$ cat src/verilog/sram_ctrl_defines.svh
// Purpose: Constants for the synchronous burst SRAM control block
// Assumes: 32-bit data in four byte lanes, 16-bit word address
// Notes  : Definitions only
`ifndef SRAM_CTRL_DEFINES_SVH
`define SRAM_CTRL_DEFINES_SVH
`define ADDR_W        16
`define LANES         4
`define DATA_W        32
`define FIFO_DEPTH    8
`define BURST_STEP    2'h1
`define BURST_FIRST   2'h0
`define ADDR_RESET    16'h0000
`endif

$ cat src/verilog/sram_ctrl_pkg.sv
// Purpose: Types shared by the SRAM control block files
// Assumes: sram_ctrl_defines.svh supplies the widths
// Notes  : Packed structs carry related signals together
`include "sram_ctrl_defines.svh"
package sram_ctrl_pkg;
    // Synchronous control inputs sampled each edge
    typedef struct packed {
        logic                  chip_sel1_n;
        logic                  chip_sel2;
        logic                  chip_sel3_n;
        logic                  proc_addr_strobe_n;
        logic                  ctrl_addr_strobe_n;
        logic                  burst_advance_n;
        logic                  global_write_n;
        logic                  byte_write_n;
        logic [`LANES-1:0]     lane_write_n;
        logic [`ADDR_W-1:0]    addr;
    } ctrl_in_t;
    // Memory access request toward the array
    typedef struct packed {
        logic [`ADDR_W-1:0]    addr;
        logic [`LANES-1:0]     lane_we;
        logic [`DATA_W-1:0]    wdata;
    } mem_req_t;
    // Decoded cycle kind
    typedef enum logic [2:0] {
        OP_DESELECT = 3'b000,
        OP_IDLE     = 3'b001,
        OP_BEGIN    = 3'b010,
        OP_CONTINUE = 3'b011,
        OP_SUSPEND  = 3'b100
    } op_t;
endpackage : sram_ctrl_pkg

$ cat src/verilog/sync_burst_sram_control.sv
// Purpose: Command decode, burst counter and byte-write decode of a sync burst SRAM
// Assumes: All control pins are synchronised to clk_in by two flops first
// Notes  : Write requests queue in a FIFO toward the array; a full FIFO stalls
//
// Overview of operation
// - Linear order adds one modulo four to the low address bits, wrapping.
// - Interleaved order XORs the start value with a 00..11 count.
// - Linear order when linear_order_n low, interleaved when high.
// - global_write_n low writes all four bytes regardless of lane inputs.
// - byte_write_n low writes the lanes whose enables are low, else read.
// - Read cycles enable output drivers on all four byte lanes.
// - Write cycles keep every data lane in high impedance.
// - Deselect with outputs off for the three chip enable cases.
// - Read burst starts on processor strobe, or controller strobe without write.
// - Controller strobe with write decode loads address, begins write burst.
// - With no strobe and advance low, step to next burst address.
// - With no strobe and advance high, hold current burst address.
// - Output enable is synchronised by two flops; it only gates drivers made active.
// - A dummy read advances the counter exactly like a normal read.
// - flowthru_sel_n low bypasses the output register, else pipelined.
// - Deselect pipelines one stage less than read; outputs turn off promptly.
`timescale 1ns/1ps
`include "sram_ctrl_defines.svh"
module sync_burst_sram_control #(
    parameter int ADDR_W     = `ADDR_W,
    parameter int FIFO_DEPTH = `FIFO_DEPTH
) (
    // Clock and reset
    input  wire logic                     clk_in,
    input  wire logic                     sys_rst_in,
    // Synchronous control and address pins
    input  wire sram_ctrl_pkg::ctrl_in_t  ctrl_in,
    // Mode pins
    input  wire logic                     linear_order_n_in,
    input  wire logic                     flowthru_sel_n_in,
    // Output enable, synchronised by two flops
    input  wire logic                     output_en_n_in,
    // Data pins, split as input, output and enable per lane
    input  wire logic [`DATA_W-1:0]       dq_in,
    output logic [`DATA_W-1:0]            dq_out,
    output logic [`LANES-1:0]             dq_oe_out,
    // Array side: write queue
    output logic                          wr_valid_out,
    input  wire logic                     wr_ready_in,
    output sram_ctrl_pkg::mem_req_t       wr_req_out,
    // Array side: read address and returned data
    output logic [`ADDR_W-1:0]            rd_addr_out,
    output logic                          rd_en_out,
    input  wire logic [`DATA_W-1:0]       rd_data_in,
    // Block stalled because the write queue is full
    output logic                          stall_out
);
    import sram_ctrl_pkg::*;

    // ==========================================
    // Input synchronisers
    ctrl_in_t            ctrl_s1_reg, ctrl_s2_reg;
    logic [2:0]          mode_s1_reg, mode_s2_reg;
    logic [`DATA_W-1:0]  dq_s1_reg, dq_s2_reg;

    // Two flops for every pin from outside; only stage two is read
    always_ff @(posedge clk_in) begin
        ctrl_s1_reg <= ctrl_in;
        ctrl_s2_reg <= ctrl_s1_reg;
        mode_s1_reg <= {linear_order_n_in, flowthru_sel_n_in, output_en_n_in};
        mode_s2_reg <= mode_s1_reg;
        dq_s1_reg   <= dq_in;
        dq_s2_reg   <= dq_s1_reg;
    end

    logic linear_mode, flowthru_mode, oe_n_sync;
    assign linear_mode   = ~mode_s2_reg[2];
    assign flowthru_mode = ~mode_s2_reg[1];
    assign oe_n_sync     = mode_s2_reg[0];

    // ==========================================
    // Functions
    // lane write decode
    function automatic logic [`LANES-1:0] lane_decode(input ctrl_in_t c);
        if (!c.global_write_n) begin
            lane_decode = '1;
        end else if (!c.byte_write_n) begin
            lane_decode = ~c.lane_write_n;
        end else begin
            lane_decode = '0;
        end
    endfunction : lane_decode

    function automatic logic [1:0] burst_bits(input logic [1:0] start,
                                              input logic [1:0] cnt,
                                              input logic lin);
        burst_bits = lin ? 2'(start + cnt) : (start ^ cnt);
    endfunction : burst_bits

    // ==========================================
    // Command decode
    ctrl_in_t          c;
    logic              en_true, write_dec, stall;
    logic [`LANES-1:0] lanes;
    op_t               op;

    always_comb begin
        c         = ctrl_s2_reg;
        en_true   = c.chip_sel2 && !c.chip_sel3_n;
        lanes     = lane_decode(c);
        write_dec = |lanes;
        op        = OP_IDLE;
        if ((c.chip_sel1_n && !c.ctrl_addr_strobe_n) ||
            (!c.chip_sel1_n && !en_true &&
             (!c.proc_addr_strobe_n || !c.ctrl_addr_strobe_n))) begin
            op = OP_DESELECT;
        end else if (!c.chip_sel1_n && en_true &&
                     (!c.proc_addr_strobe_n || !c.ctrl_addr_strobe_n)) begin
            op = OP_BEGIN;
        end else if (c.ctrl_addr_strobe_n &&
                     (c.proc_addr_strobe_n || c.chip_sel1_n)) begin
            op = c.burst_advance_n ? OP_SUSPEND : OP_CONTINUE;
        end
    end

    logic is_write;
    assign is_write = write_dec && !(op == OP_BEGIN && !c.proc_addr_strobe_n);

    // ==========================================
    // Address register and burst counter
    logic [ADDR_W-1:0] addr_reg, addr_next;
    logic [1:0]        cnt_reg, cnt_next;
    logic              active_reg, active_next;

    always_comb begin
        addr_next   = addr_reg;
        cnt_next    = cnt_reg;
        active_next = active_reg;
        if (!stall) begin
            unique case (op)
                OP_DESELECT: active_next = 1'b0;
                OP_BEGIN: begin
                    addr_next   = c.addr[ADDR_W-1:0];
                    cnt_next    = `BURST_FIRST;
                    active_next = 1'b1;
                end
                // dummy reads advance too: enable is not consulted
                OP_CONTINUE: cnt_next = cnt_reg + `BURST_STEP;
                OP_SUSPEND:  cnt_next = cnt_reg;
                OP_IDLE:     cnt_next = cnt_reg;
            endcase
        end
    end

    always_ff @(posedge clk_in) begin
        if (sys_rst_in) begin
            addr_reg   <= `ADDR_RESET;
            cnt_reg    <= `BURST_FIRST;
            active_reg <= 1'b0;
        end else begin
            addr_reg   <= addr_next;
            cnt_reg    <= cnt_next;
            active_reg <= active_next;
        end
    end

    // order choice on the low bits
    logic [ADDR_W-1:0] cur_addr;
    assign cur_addr = {addr_next[ADDR_W-1:2],
                       burst_bits(addr_next[1:0], cnt_next, linear_mode)};

    // ==========================================
    // Access issue
    logic acc_valid;
    assign acc_valid = (op != OP_DESELECT) && (op != OP_IDLE) &&
                       (op == OP_BEGIN || active_reg);

    logic fifo_ready;
    assign stall     = acc_valid && is_write && !fifo_ready;
    assign stall_out = stall;

    mem_req_t wr_req;
    always_comb begin
        wr_req.addr    = cur_addr;
        wr_req.lane_we = lanes;
        wr_req.wdata   = dq_s2_reg;
    end

    sram_fifo #(
        .WIDTH ($bits(mem_req_t)),
        .DEPTH (FIFO_DEPTH)
    ) u_wr_fifo (
        .clk_in        (clk_in),
        .sys_rst_in    (sys_rst_in),
        .in_valid_in   (acc_valid && is_write),
        .in_ready_out  (fifo_ready),
        .in_data_in    (wr_req),
        .out_valid_out (wr_valid_out),
        .out_ready_in  (wr_ready_in),
        .out_data_out  (wr_req_out)
    );

    // Read address goes straight to the array
    assign rd_addr_out = cur_addr;
    assign rd_en_out   = acc_valid && !is_write && !stall;

    // ==========================================
    // Read data path and driver state
    logic              rd_pend_reg, rd_pend_next;
    logic              drive_reg, drive_next;
    logic [`DATA_W-1:0] q_reg, q_next;
    logic [`DATA_W-1:0] flow_reg, flow_next;

    always_comb begin
        rd_pend_next = rd_en_out;
        // flow stage holds array data; pipelined mode adds one more register
        flow_next    = rd_pend_reg ? rd_data_in : flow_reg;
        q_next       = flow_reg;
        drive_next   = drive_reg;
        // deselect turns drivers off at once, a stage ahead of reads
        if (op == OP_DESELECT || (acc_valid && is_write)) begin
            drive_next = 1'b0;
        // reads make all lanes active, one stage later in pipeline
        end else if (flowthru_mode ? rd_en_out : rd_pend_reg) begin
            drive_next = 1'b1;
        end
    end

    always_ff @(posedge clk_in) begin
        if (sys_rst_in) begin
            rd_pend_reg <= 1'b0;
            drive_reg   <= 1'b0;
            q_reg       <= '0;
            flow_reg    <= '0;
        end else begin
            rd_pend_reg <= rd_pend_next;
            drive_reg   <= drive_next;
            q_reg       <= q_next;
            flow_reg    <= flow_next;
        end
    end

    // flow-through bypasses the extra output register, a cycle sooner
    assign dq_out = flowthru_mode ? flow_reg : q_reg;

    // writes keep lanes off; enable only gates active drivers
    assign dq_oe_out = {`LANES{drive_reg && !oe_n_sync}};

    // ==========================================
    // Assertions
    property p_global_write;
        @(posedge clk_in) disable iff (sys_rst_in)
        (!c.global_write_n) |-> (lanes == 4'hf);
    endproperty
    a_global_write: assert property (p_global_write) else $error("global write lost a lane");

    property p_byte_write;
        @(posedge clk_in) disable iff (sys_rst_in)
        (c.global_write_n && c.byte_write_n) |-> !write_dec;
    endproperty
    a_byte_write: assert property (p_byte_write) else $error("byte write off yet write");

    property p_begin_load;
        @(posedge clk_in) disable iff (sys_rst_in)
        (op == OP_BEGIN && !stall) |=> (cnt_reg == 2'h0 && addr_reg == $past(c.addr));
    endproperty
    a_begin_load: assert property (p_begin_load) else $error("burst start did not load");

    property p_advance;
        @(posedge clk_in) disable iff (sys_rst_in)
        (op == OP_CONTINUE && !stall) |=> (cnt_reg == 2'($past(cnt_reg) + 2'h1));
    endproperty
    a_advance: assert property (p_advance) else $error("counter did not advance");

    property p_suspend;
        @(posedge clk_in) disable iff (sys_rst_in)
        (op == OP_SUSPEND) |=> $stable(cnt_reg);
    endproperty
    a_suspend: assert property (p_suspend) else $error("suspend moved counter");

    property p_deselect_off;
        @(posedge clk_in) disable iff (sys_rst_in)
        (op == OP_DESELECT) |=> (dq_oe_out == 4'h0);
    endproperty
    a_deselect_off: assert property (p_deselect_off) else $error("drivers on after deselect");

    property p_write_hiz;
        @(posedge clk_in) disable iff (sys_rst_in)
        (acc_valid && is_write) |=> (dq_oe_out == 4'h0);
    endproperty
    a_write_hiz: assert property (p_write_hiz) else $error("drivers on during write");

    property p_oe_gate;
        @(posedge clk_in) disable iff (sys_rst_in)
        (oe_n_sync || !drive_reg) |-> (dq_oe_out == 4'h0);
    endproperty
    a_oe_gate: assert property (p_oe_gate) else $error("output enable misgated");

    property p_linear_wrap;
        @(posedge clk_in) disable iff (sys_rst_in)
        (linear_mode && op == OP_CONTINUE && !stall) |->
        (cur_addr[1:0] == 2'(addr_reg[1:0] + cnt_reg + 2'h1));
    endproperty
    a_linear_wrap: assert property (p_linear_wrap) else $error("linear order wrong");

    property p_interleave;
        @(posedge clk_in) disable iff (sys_rst_in)
        (!linear_mode && op == OP_CONTINUE && !stall) |->
        (cur_addr[1:0] == (addr_reg[1:0] ^ 2'(cnt_reg + 2'h1)));
    endproperty
    a_interleave: assert property (p_interleave) else $error("interleaved order wrong");

    property p_read_drive;
        @(posedge clk_in) disable iff (sys_rst_in)
        (flowthru_mode && rd_en_out) |=> drive_reg;
    endproperty
    a_read_drive: assert property (p_read_drive) else $error("flow read left drivers off");

    property p_pipe_drive;
        @(posedge clk_in) disable iff (sys_rst_in)
        (!flowthru_mode && rd_pend_reg && op != OP_DESELECT && !(acc_valid && is_write)) |=> drive_reg;
    endproperty
    a_pipe_drive: assert property (p_pipe_drive) else $error("pipelined read left drivers off");

    property p_proc_read;
        @(posedge clk_in) disable iff (sys_rst_in)
        (op == OP_BEGIN && !c.proc_addr_strobe_n) |-> (rd_en_out && !is_write);
    endproperty
    a_proc_read: assert property (p_proc_read) else $error("processor strobe did not read");

    property p_begin_write;
        @(posedge clk_in) disable iff (sys_rst_in)
        (op == OP_BEGIN && c.proc_addr_strobe_n && write_dec) |-> (is_write && !rd_en_out);
    endproperty
    a_begin_write: assert property (p_begin_write) else $error("controller strobe write not issued");

    property p_desel_clear;
        @(posedge clk_in) disable iff (sys_rst_in)
        (op == OP_DESELECT) |=> !active_reg;
    endproperty
    a_desel_clear: assert property (p_desel_clear) else $error("deselect left burst active");
endmodule : sync_burst_sram_control

$ cat src/verilog/sram_fifo.sv
// Purpose: Small synchronous FIFO with valid/ready on both sides
// Assumes: Single clock, synchronous active-high reset
// Notes  : Flip-flop storage; depth must be a power of two
`timescale 1ns/1ps
module sram_fifo #(
    parameter int WIDTH = 32,
    parameter int DEPTH = 8
) (
    // Clock and reset
    input  wire logic             clk_in,
    input  wire logic             sys_rst_in,
    // Fill side
    input  wire logic             in_valid_in,
    output logic                  in_ready_out,
    input  wire logic [WIDTH-1:0] in_data_in,
    // Drain side
    output logic                  out_valid_out,
    input  wire logic             out_ready_in,
    output logic [WIDTH-1:0]      out_data_out
);
    localparam int AW = $clog2(DEPTH);
    logic [WIDTH-1:0] mem_reg [DEPTH];
    logic [AW-1:0]    wr_ptr_reg, wr_ptr_next, rd_ptr_reg, rd_ptr_next;
    logic [AW:0]      count_reg, count_next;
    logic             push, pop;

    // ==========================================
    // Pointer and count update
    always_comb begin
        push        = in_valid_in && in_ready_out;
        pop         = out_valid_out && out_ready_in;
        wr_ptr_next = push ? wr_ptr_reg + 1'b1 : wr_ptr_reg;
        rd_ptr_next = pop ? rd_ptr_reg + 1'b1 : rd_ptr_reg;
        count_next  = count_reg + (AW+1)'(push) - (AW+1)'(pop);
    end

    always_ff @(posedge clk_in) begin
        if (sys_rst_in) begin
            wr_ptr_reg <= '0;
            rd_ptr_reg <= '0;
            count_reg  <= '0;
        end else begin
            wr_ptr_reg <= wr_ptr_next;
            rd_ptr_reg <= rd_ptr_next;
            count_reg  <= count_next;
        end
    end

    // Storage written only on push; no reset needed on data
    always_ff @(posedge clk_in) begin
        if (push) begin
            mem_reg[wr_ptr_reg] <= in_data_in;
        end
    end

    // Honest full and empty flags
    assign in_ready_out  = (count_reg != (AW+1)'(DEPTH));
    assign out_valid_out = (count_reg != '0);
    assign out_data_out  = mem_reg[rd_ptr_reg];
endmodule : sram_fifo

$ cat config.mk
export PLATFORM = sky130hd
export DESIGN_NAME = sync_burst_sram_control
export DESIGN_NICKNAME = d
export VERILOG_FILES = /design/src/verilog/sram_ctrl_pkg.sv /design/src/verilog/sync_burst_sram_control.sv /design/src/verilog/sram_fifo.sv
export VERILOG_INCLUDE_DIRS = /design/src /design/src/verilog
export SDC_FILE = /design/constraint.sdc
export NUM_CORES = 1
export LEC_CHECK = 0
export ABC_AREA = 1
export ABC_CLOCK_PERIOD_IN_PS = 10400
export BUFFER_PORTS_ARGS = -buffer_cell sky130_fd_sc_hd__clkbuf_2
export CAP_MARGIN = 20
export CORE_MARGIN = 10
export CORE_UTILIZATION = 30
export CTS_CLUSTER_DIAMETER = 50
export CTS_CLUSTER_SIZE = 28
export DETAILED_ROUTE_END_ITERATION = 8
export MAX_ROUTING_LAYER = met4
export SYNTH_ARGS = -nofsm -noshare
export SYNTH_HDL_FRONTEND = slang
export SYNTH_SLANG_ARGS = --single-unit
$ cat constraint.sdc
create_clock -name clk_in -period 10.4 [get_ports clk_in]
set_clock_uncertainty 0.2 [all_clocks]
set_input_delay 2.08 -clock clk_in [delete_from_list [all_inputs] [get_ports clk_in]]
set_output_delay 2.08 -clock clk_in [all_outputs]
set_load 0.1 [all_outputs]
==> flow_summary.yaml <==
place:
  place_worst_setup_slack_ns: 4.47
  buffer_ports.inserted: 204
  place_inst: 2915
  post-dp-hpwl_um: 29700
  gpl.final_weighted_congestion: 0.747
setup_path:
  critical-path-max-stage-delay_ns: 0.85
  critical-path-top-delay-family: "buffers and inverters"
  endpoint_kind: "output pin"
  crit_chain: "clkinv_2 > buf_4 > nor2_1 > o21ai_0 > a31oi_1 > clkbuf_2"
  critical_path.slowest_cell: "sky130_fd_sc_hd__clkinv_2"
  cp.arrival_ns: 4.20
  critical_path.n_buffers_inverters: 3
  critPathKind: "reg2out"
  timing.critical_path.required_ns: 8.12
  worst_setup_path_start_kind: "flop"
  worstPathMaxFanout: 56
yosys:
  synth_top_area_share: 0.551
  yosysSeqAreaShare: 0.749
  yosys.cell_types.count: 34
  synthesis.area_per_instance_um2: 12.2
  synth.area.top_cells: "sky130_fd_sc_hd__edfxtp_1 (55%), sky130_fd_sc_hd__dfxtp_1 (20%), sky130_fd_sc_hd__nor2_1 (7.0%), sky130_fd_sc_hd__o21ai_0 (6.2%), sky130_fd_sc_hd__a31oi_1 (1.4%)"
  yosys_warnings: 0
  ys_seq_elements: 640
  syn-instance-count: 1850
  largest_area_contributor_in_the_netlist: "sky130_fd_sc_hd__edfxtp_1"
  synth_area_um2: 22700
  synth_fp_nets: 1958
drt:
  total_wire_length_after_detailed_routing_um: 53000
  route.detailed.vias_per_inst: 4.62
  detail_route.first_pass.iterations: 5
  drt-wirelength-per-cell_um: 17.4
  ant_nets: 0
  first_iter_violations: 748
  detail_route.drc_violations: 0
  vias: 14100
timing:
  slew_headroom: 0.289
  worst-slew-pin-transition_ns: 1.07
  finalCritPeriodShare: 0.623
  maxSlewViolCount: 0
  max_freq_mhz: 154
  final_layout_setup_total_negative_slack_ns: 0
  finalWorstSetupSlack_ns: 3.92
  grt_setup_unrepaired: "no"
  hold-worst-slack_ns: 0.119
  final.min_clock_period_ns: 6.48
  final_count_of_hold_timing_violations: 0
  setup_viol_count_final: 0
final_layout:
  layout.cells.non_filler: 3053
  finalCoreUtilization: 0.364
  area_growth_pct: 20.0
  largest_register_ffs: 416
  layout_cell_share_with_drive_strength_beyond_1: 0.182
  final_nets: 2130
clock_tree:
  ctsResizeCount: 0
  clk_transition_reported_paths_ns: 0.07
  maximum_clock_path_buffer_count: 3
  tritoncts_num_sinks: 640
  cts_tree: "yes"
  cts_setup_buffers: 0
  worst_skew_pair.late_latency_ns: 0.61
  post_cts_hold_buffer_count: 0
  htreeDepth: 3
  cts.root.buffer_cell: "sky130_fd_sc_hd__clkbuf_16"
  cts_inserted_buffers: 73
global_route:
  grt_antenna_before_repair: 1
  wire_length_of_the_first_global_routing_pass_um: 81500
  globalRouteTotalUtil: 0.124
  grt_overflow_total: 0
  first_global_vias: 14500
  pin_count_of_the_biggest_net_entering_global_routing: 111
power_and_ir_drop:
  max-vdd-ir-drop_mv: 0.137
  static_leakage_power_nw: 9.96
  p_per_area_nw_per_um2: 275
floorplanning:
  die_height_um: 295
  io-pin-count: 205
  core-area_um2: 74700
  die_width_um: 295
  dieArea_um2: 86900
  floorplan.initialDensity: 0.303
  row_count: 100
run:
  drv_cap: 0
min_path:
  worst_hold_path_class: "reg2reg"
status:
  run_status: "completed"
==> cells in the final DEF (no fill, tap or decap), types with 4 or more instances in the layout <==
| cell | netlist | layout |
|---|---|---|
| sky130_fd_sc_hd__clkbuf_16 | 0 | 79 |
| sky130_fd_sc_hd__clkbuf_1 | 80 | 4 |
| sky130_fd_sc_hd__o22ai_1 | 52 | 52 |
| sky130_fd_sc_hd__nand2_1 | 78 | 78 |
| sky130_fd_sc_hd__nor2_1 | 420 | 412 |
| sky130_fd_sc_hd__o21a_1 | 15 | 15 |
| sky130_fd_sc_hd__clkinv_8 | 0 | 12 |
| sky130_fd_sc_hd__clkbuf_2 | 0 | 204 |
| sky130_fd_sc_hd__a21oi_1 | 44 | 44 |
| sky130_fd_sc_hd__nand3_1 | 11 | 11 |
| sky130_fd_sc_hd__o21ai_0 | 280 | 280 |
| sky130_fd_sc_hd__a31oi_1 | 52 | 52 |
| sky130_fd_sc_hd__nor2_4 | 0 | 8 |
| sky130_fd_sc_hd__inv_6 | 0 | 11 |
| sky130_fd_sc_hd__clkinv_4 | 0 | 6 |
| sky130_fd_sc_hd__dfxtp_1 | 224 | 221 |
| sky130_fd_sc_hd__ha_1 | 9 | 9 |
| sky130_fd_sc_hd__nor2_2 | 4 | 4 |
| sky130_fd_sc_hd__inv_8 | 0 | 8 |
| sky130_fd_sc_hd__inv_1 | 82 | 81 |
| sky130_fd_sc_hd__edfxtp_1 | 416 | 416 |
| sky130_fd_sc_hd__buf_4 | 20 | 16 |
| sky130_fd_sc_hd__o211a_1 | 15 | 15 |
==> per-stage QoR <==
stage	area (um^2)	total power [W]
2_1_floorplan	22700	0.00443
3_3_place_gp	24500	0.00480
3_5_place_dp	24500	0.00483
4_1_cts	27200	0.00757
5_1_grt	27200	0.00780
6_report	27200	0.00746
==> synth_stat cells <==
cell                       instances
sky130_fd_sc_hd__nor2_1          420
sky130_fd_sc_hd__edfxtp_1        416
sky130_fd_sc_hd__o21ai_0         280
sky130_fd_sc_hd__dfxtp_1         224
sky130_fd_sc_hd__inv_1            82
sky130_fd_sc_hd__clkbuf_1         80
sky130_fd_sc_hd__nand2_1          78
sky130_fd_sc_hd__a31oi_1          52
sky130_fd_sc_hd__o22ai_1          52
sky130_fd_sc_hd__a21oi_1          44
sky130_fd_sc_hd__buf_2            20
sky130_fd_sc_hd__buf_4            20
sky130_fd_sc_hd__o211a_1          15
sky130_fd_sc_hd__o21a_1           15
sky130_fd_sc_hd__nand3_1          11
sky130_fd_sc_hd__ha_1              9
sky130_fd_sc_hd__inv_2             4
sky130_fd_sc_hd__nor2_2            4
sky130_fd_sc_hd__buf_6             3
sky130_fd_sc_hd__nand2_2           3
sky130_fd_sc_hd__or2_1             3
sky130_fd_sc_hd__clkinv_1          2
sky130_fd_sc_hd__nand3_2           2
sky130_fd_sc_hd__a211oi_1          1
sky130_fd_sc_hd__buf_1             1
sky130_fd_sc_hd__fa_1              1
sky130_fd_sc_hd__nand3b_1          1
sky130_fd_sc_hd__nand4_1           1
sky130_fd_sc_hd__nand4_4           1
sky130_fd_sc_hd__nor3_1            1
sky130_fd_sc_hd__nor3b_2           1
sky130_fd_sc_hd__o21ai_1           1
sky130_fd_sc_hd__o221ai_1          1
sky130_fd_sc_hd__xor2_1            1
==> power breakdown <==
part	switching, W	internal, W
logic	0.00157	0.000340
clock network	0.00117	0.00155
registers	0.0000685	0.00277
==> kinds of logic after synthesis <==
group	after synthesis	share of synthesized area
flip-flops	640	0.749
AND/OR/NAND/NOR	526	0.0909
AO/OA/AOI/OAI	461	0.113
buffers and inverters	212	0.0405
adder cells (fa/ha/maj)	10	0.00586
XOR/XNOR	1	0.000387
==> worst reg2reg max path: stages, from the launching register on <==
cell and delay (ns):
sky130_fd_sc_hd__dfxtp_1 0.35, sky130_fd_sc_hd__or2_1 0.27, sky130_fd_sc_hd__nand3_2 0.15, sky130_fd_sc_hd__nand2_1 0.10
sky130_fd_sc_hd__nor2_2 0.15, sky130_fd_sc_hd__nand2_1 0.16, sky130_fd_sc_hd__inv_2 0.14, sky130_fd_sc_hd__nand2_1 0.24
sky130_fd_sc_hd__nor2_4 0.82, sky130_fd_sc_hd__buf_4 0.59
==> final cells by class <==
cell class                      instances  area [um^2]
Clock inverter                         51          653
Multi-Input combinational cell        998         4820
Timing Repair Buffer                  221         1160
Inverter                               88          339
Clock buffer                           84         2010
Sequential cell                       640        17000
Fill cell                            7102        47500
Tap cell                              969         1210
Antenna cell                            2         5.00
==> worst paths after layout <==
path | from | to | slack (ns) | cells past startpoint
worst max-delay path | flop | wr_req_out[44] | 3.92 | 6
worst min-delay path | dq_s1_reg[7] | dq_s2_reg[7] | 0.12 | 0
worst max register to register | c[20] | u_wr_fifo.mem_reg[2][34] | 6.85 | 9
worst min register to register | dq_s1_reg[7] | dq_s2_reg[7] | 0.12 | 0
==> per-layer routing <==
metal,track usage,part of all wire
met1,0.146,0.44
met2,0.202,0.47
met3,0.0378,0.066
met4,0.0348,0.020
met5,-,0
(Power assumes the default switching activity.)
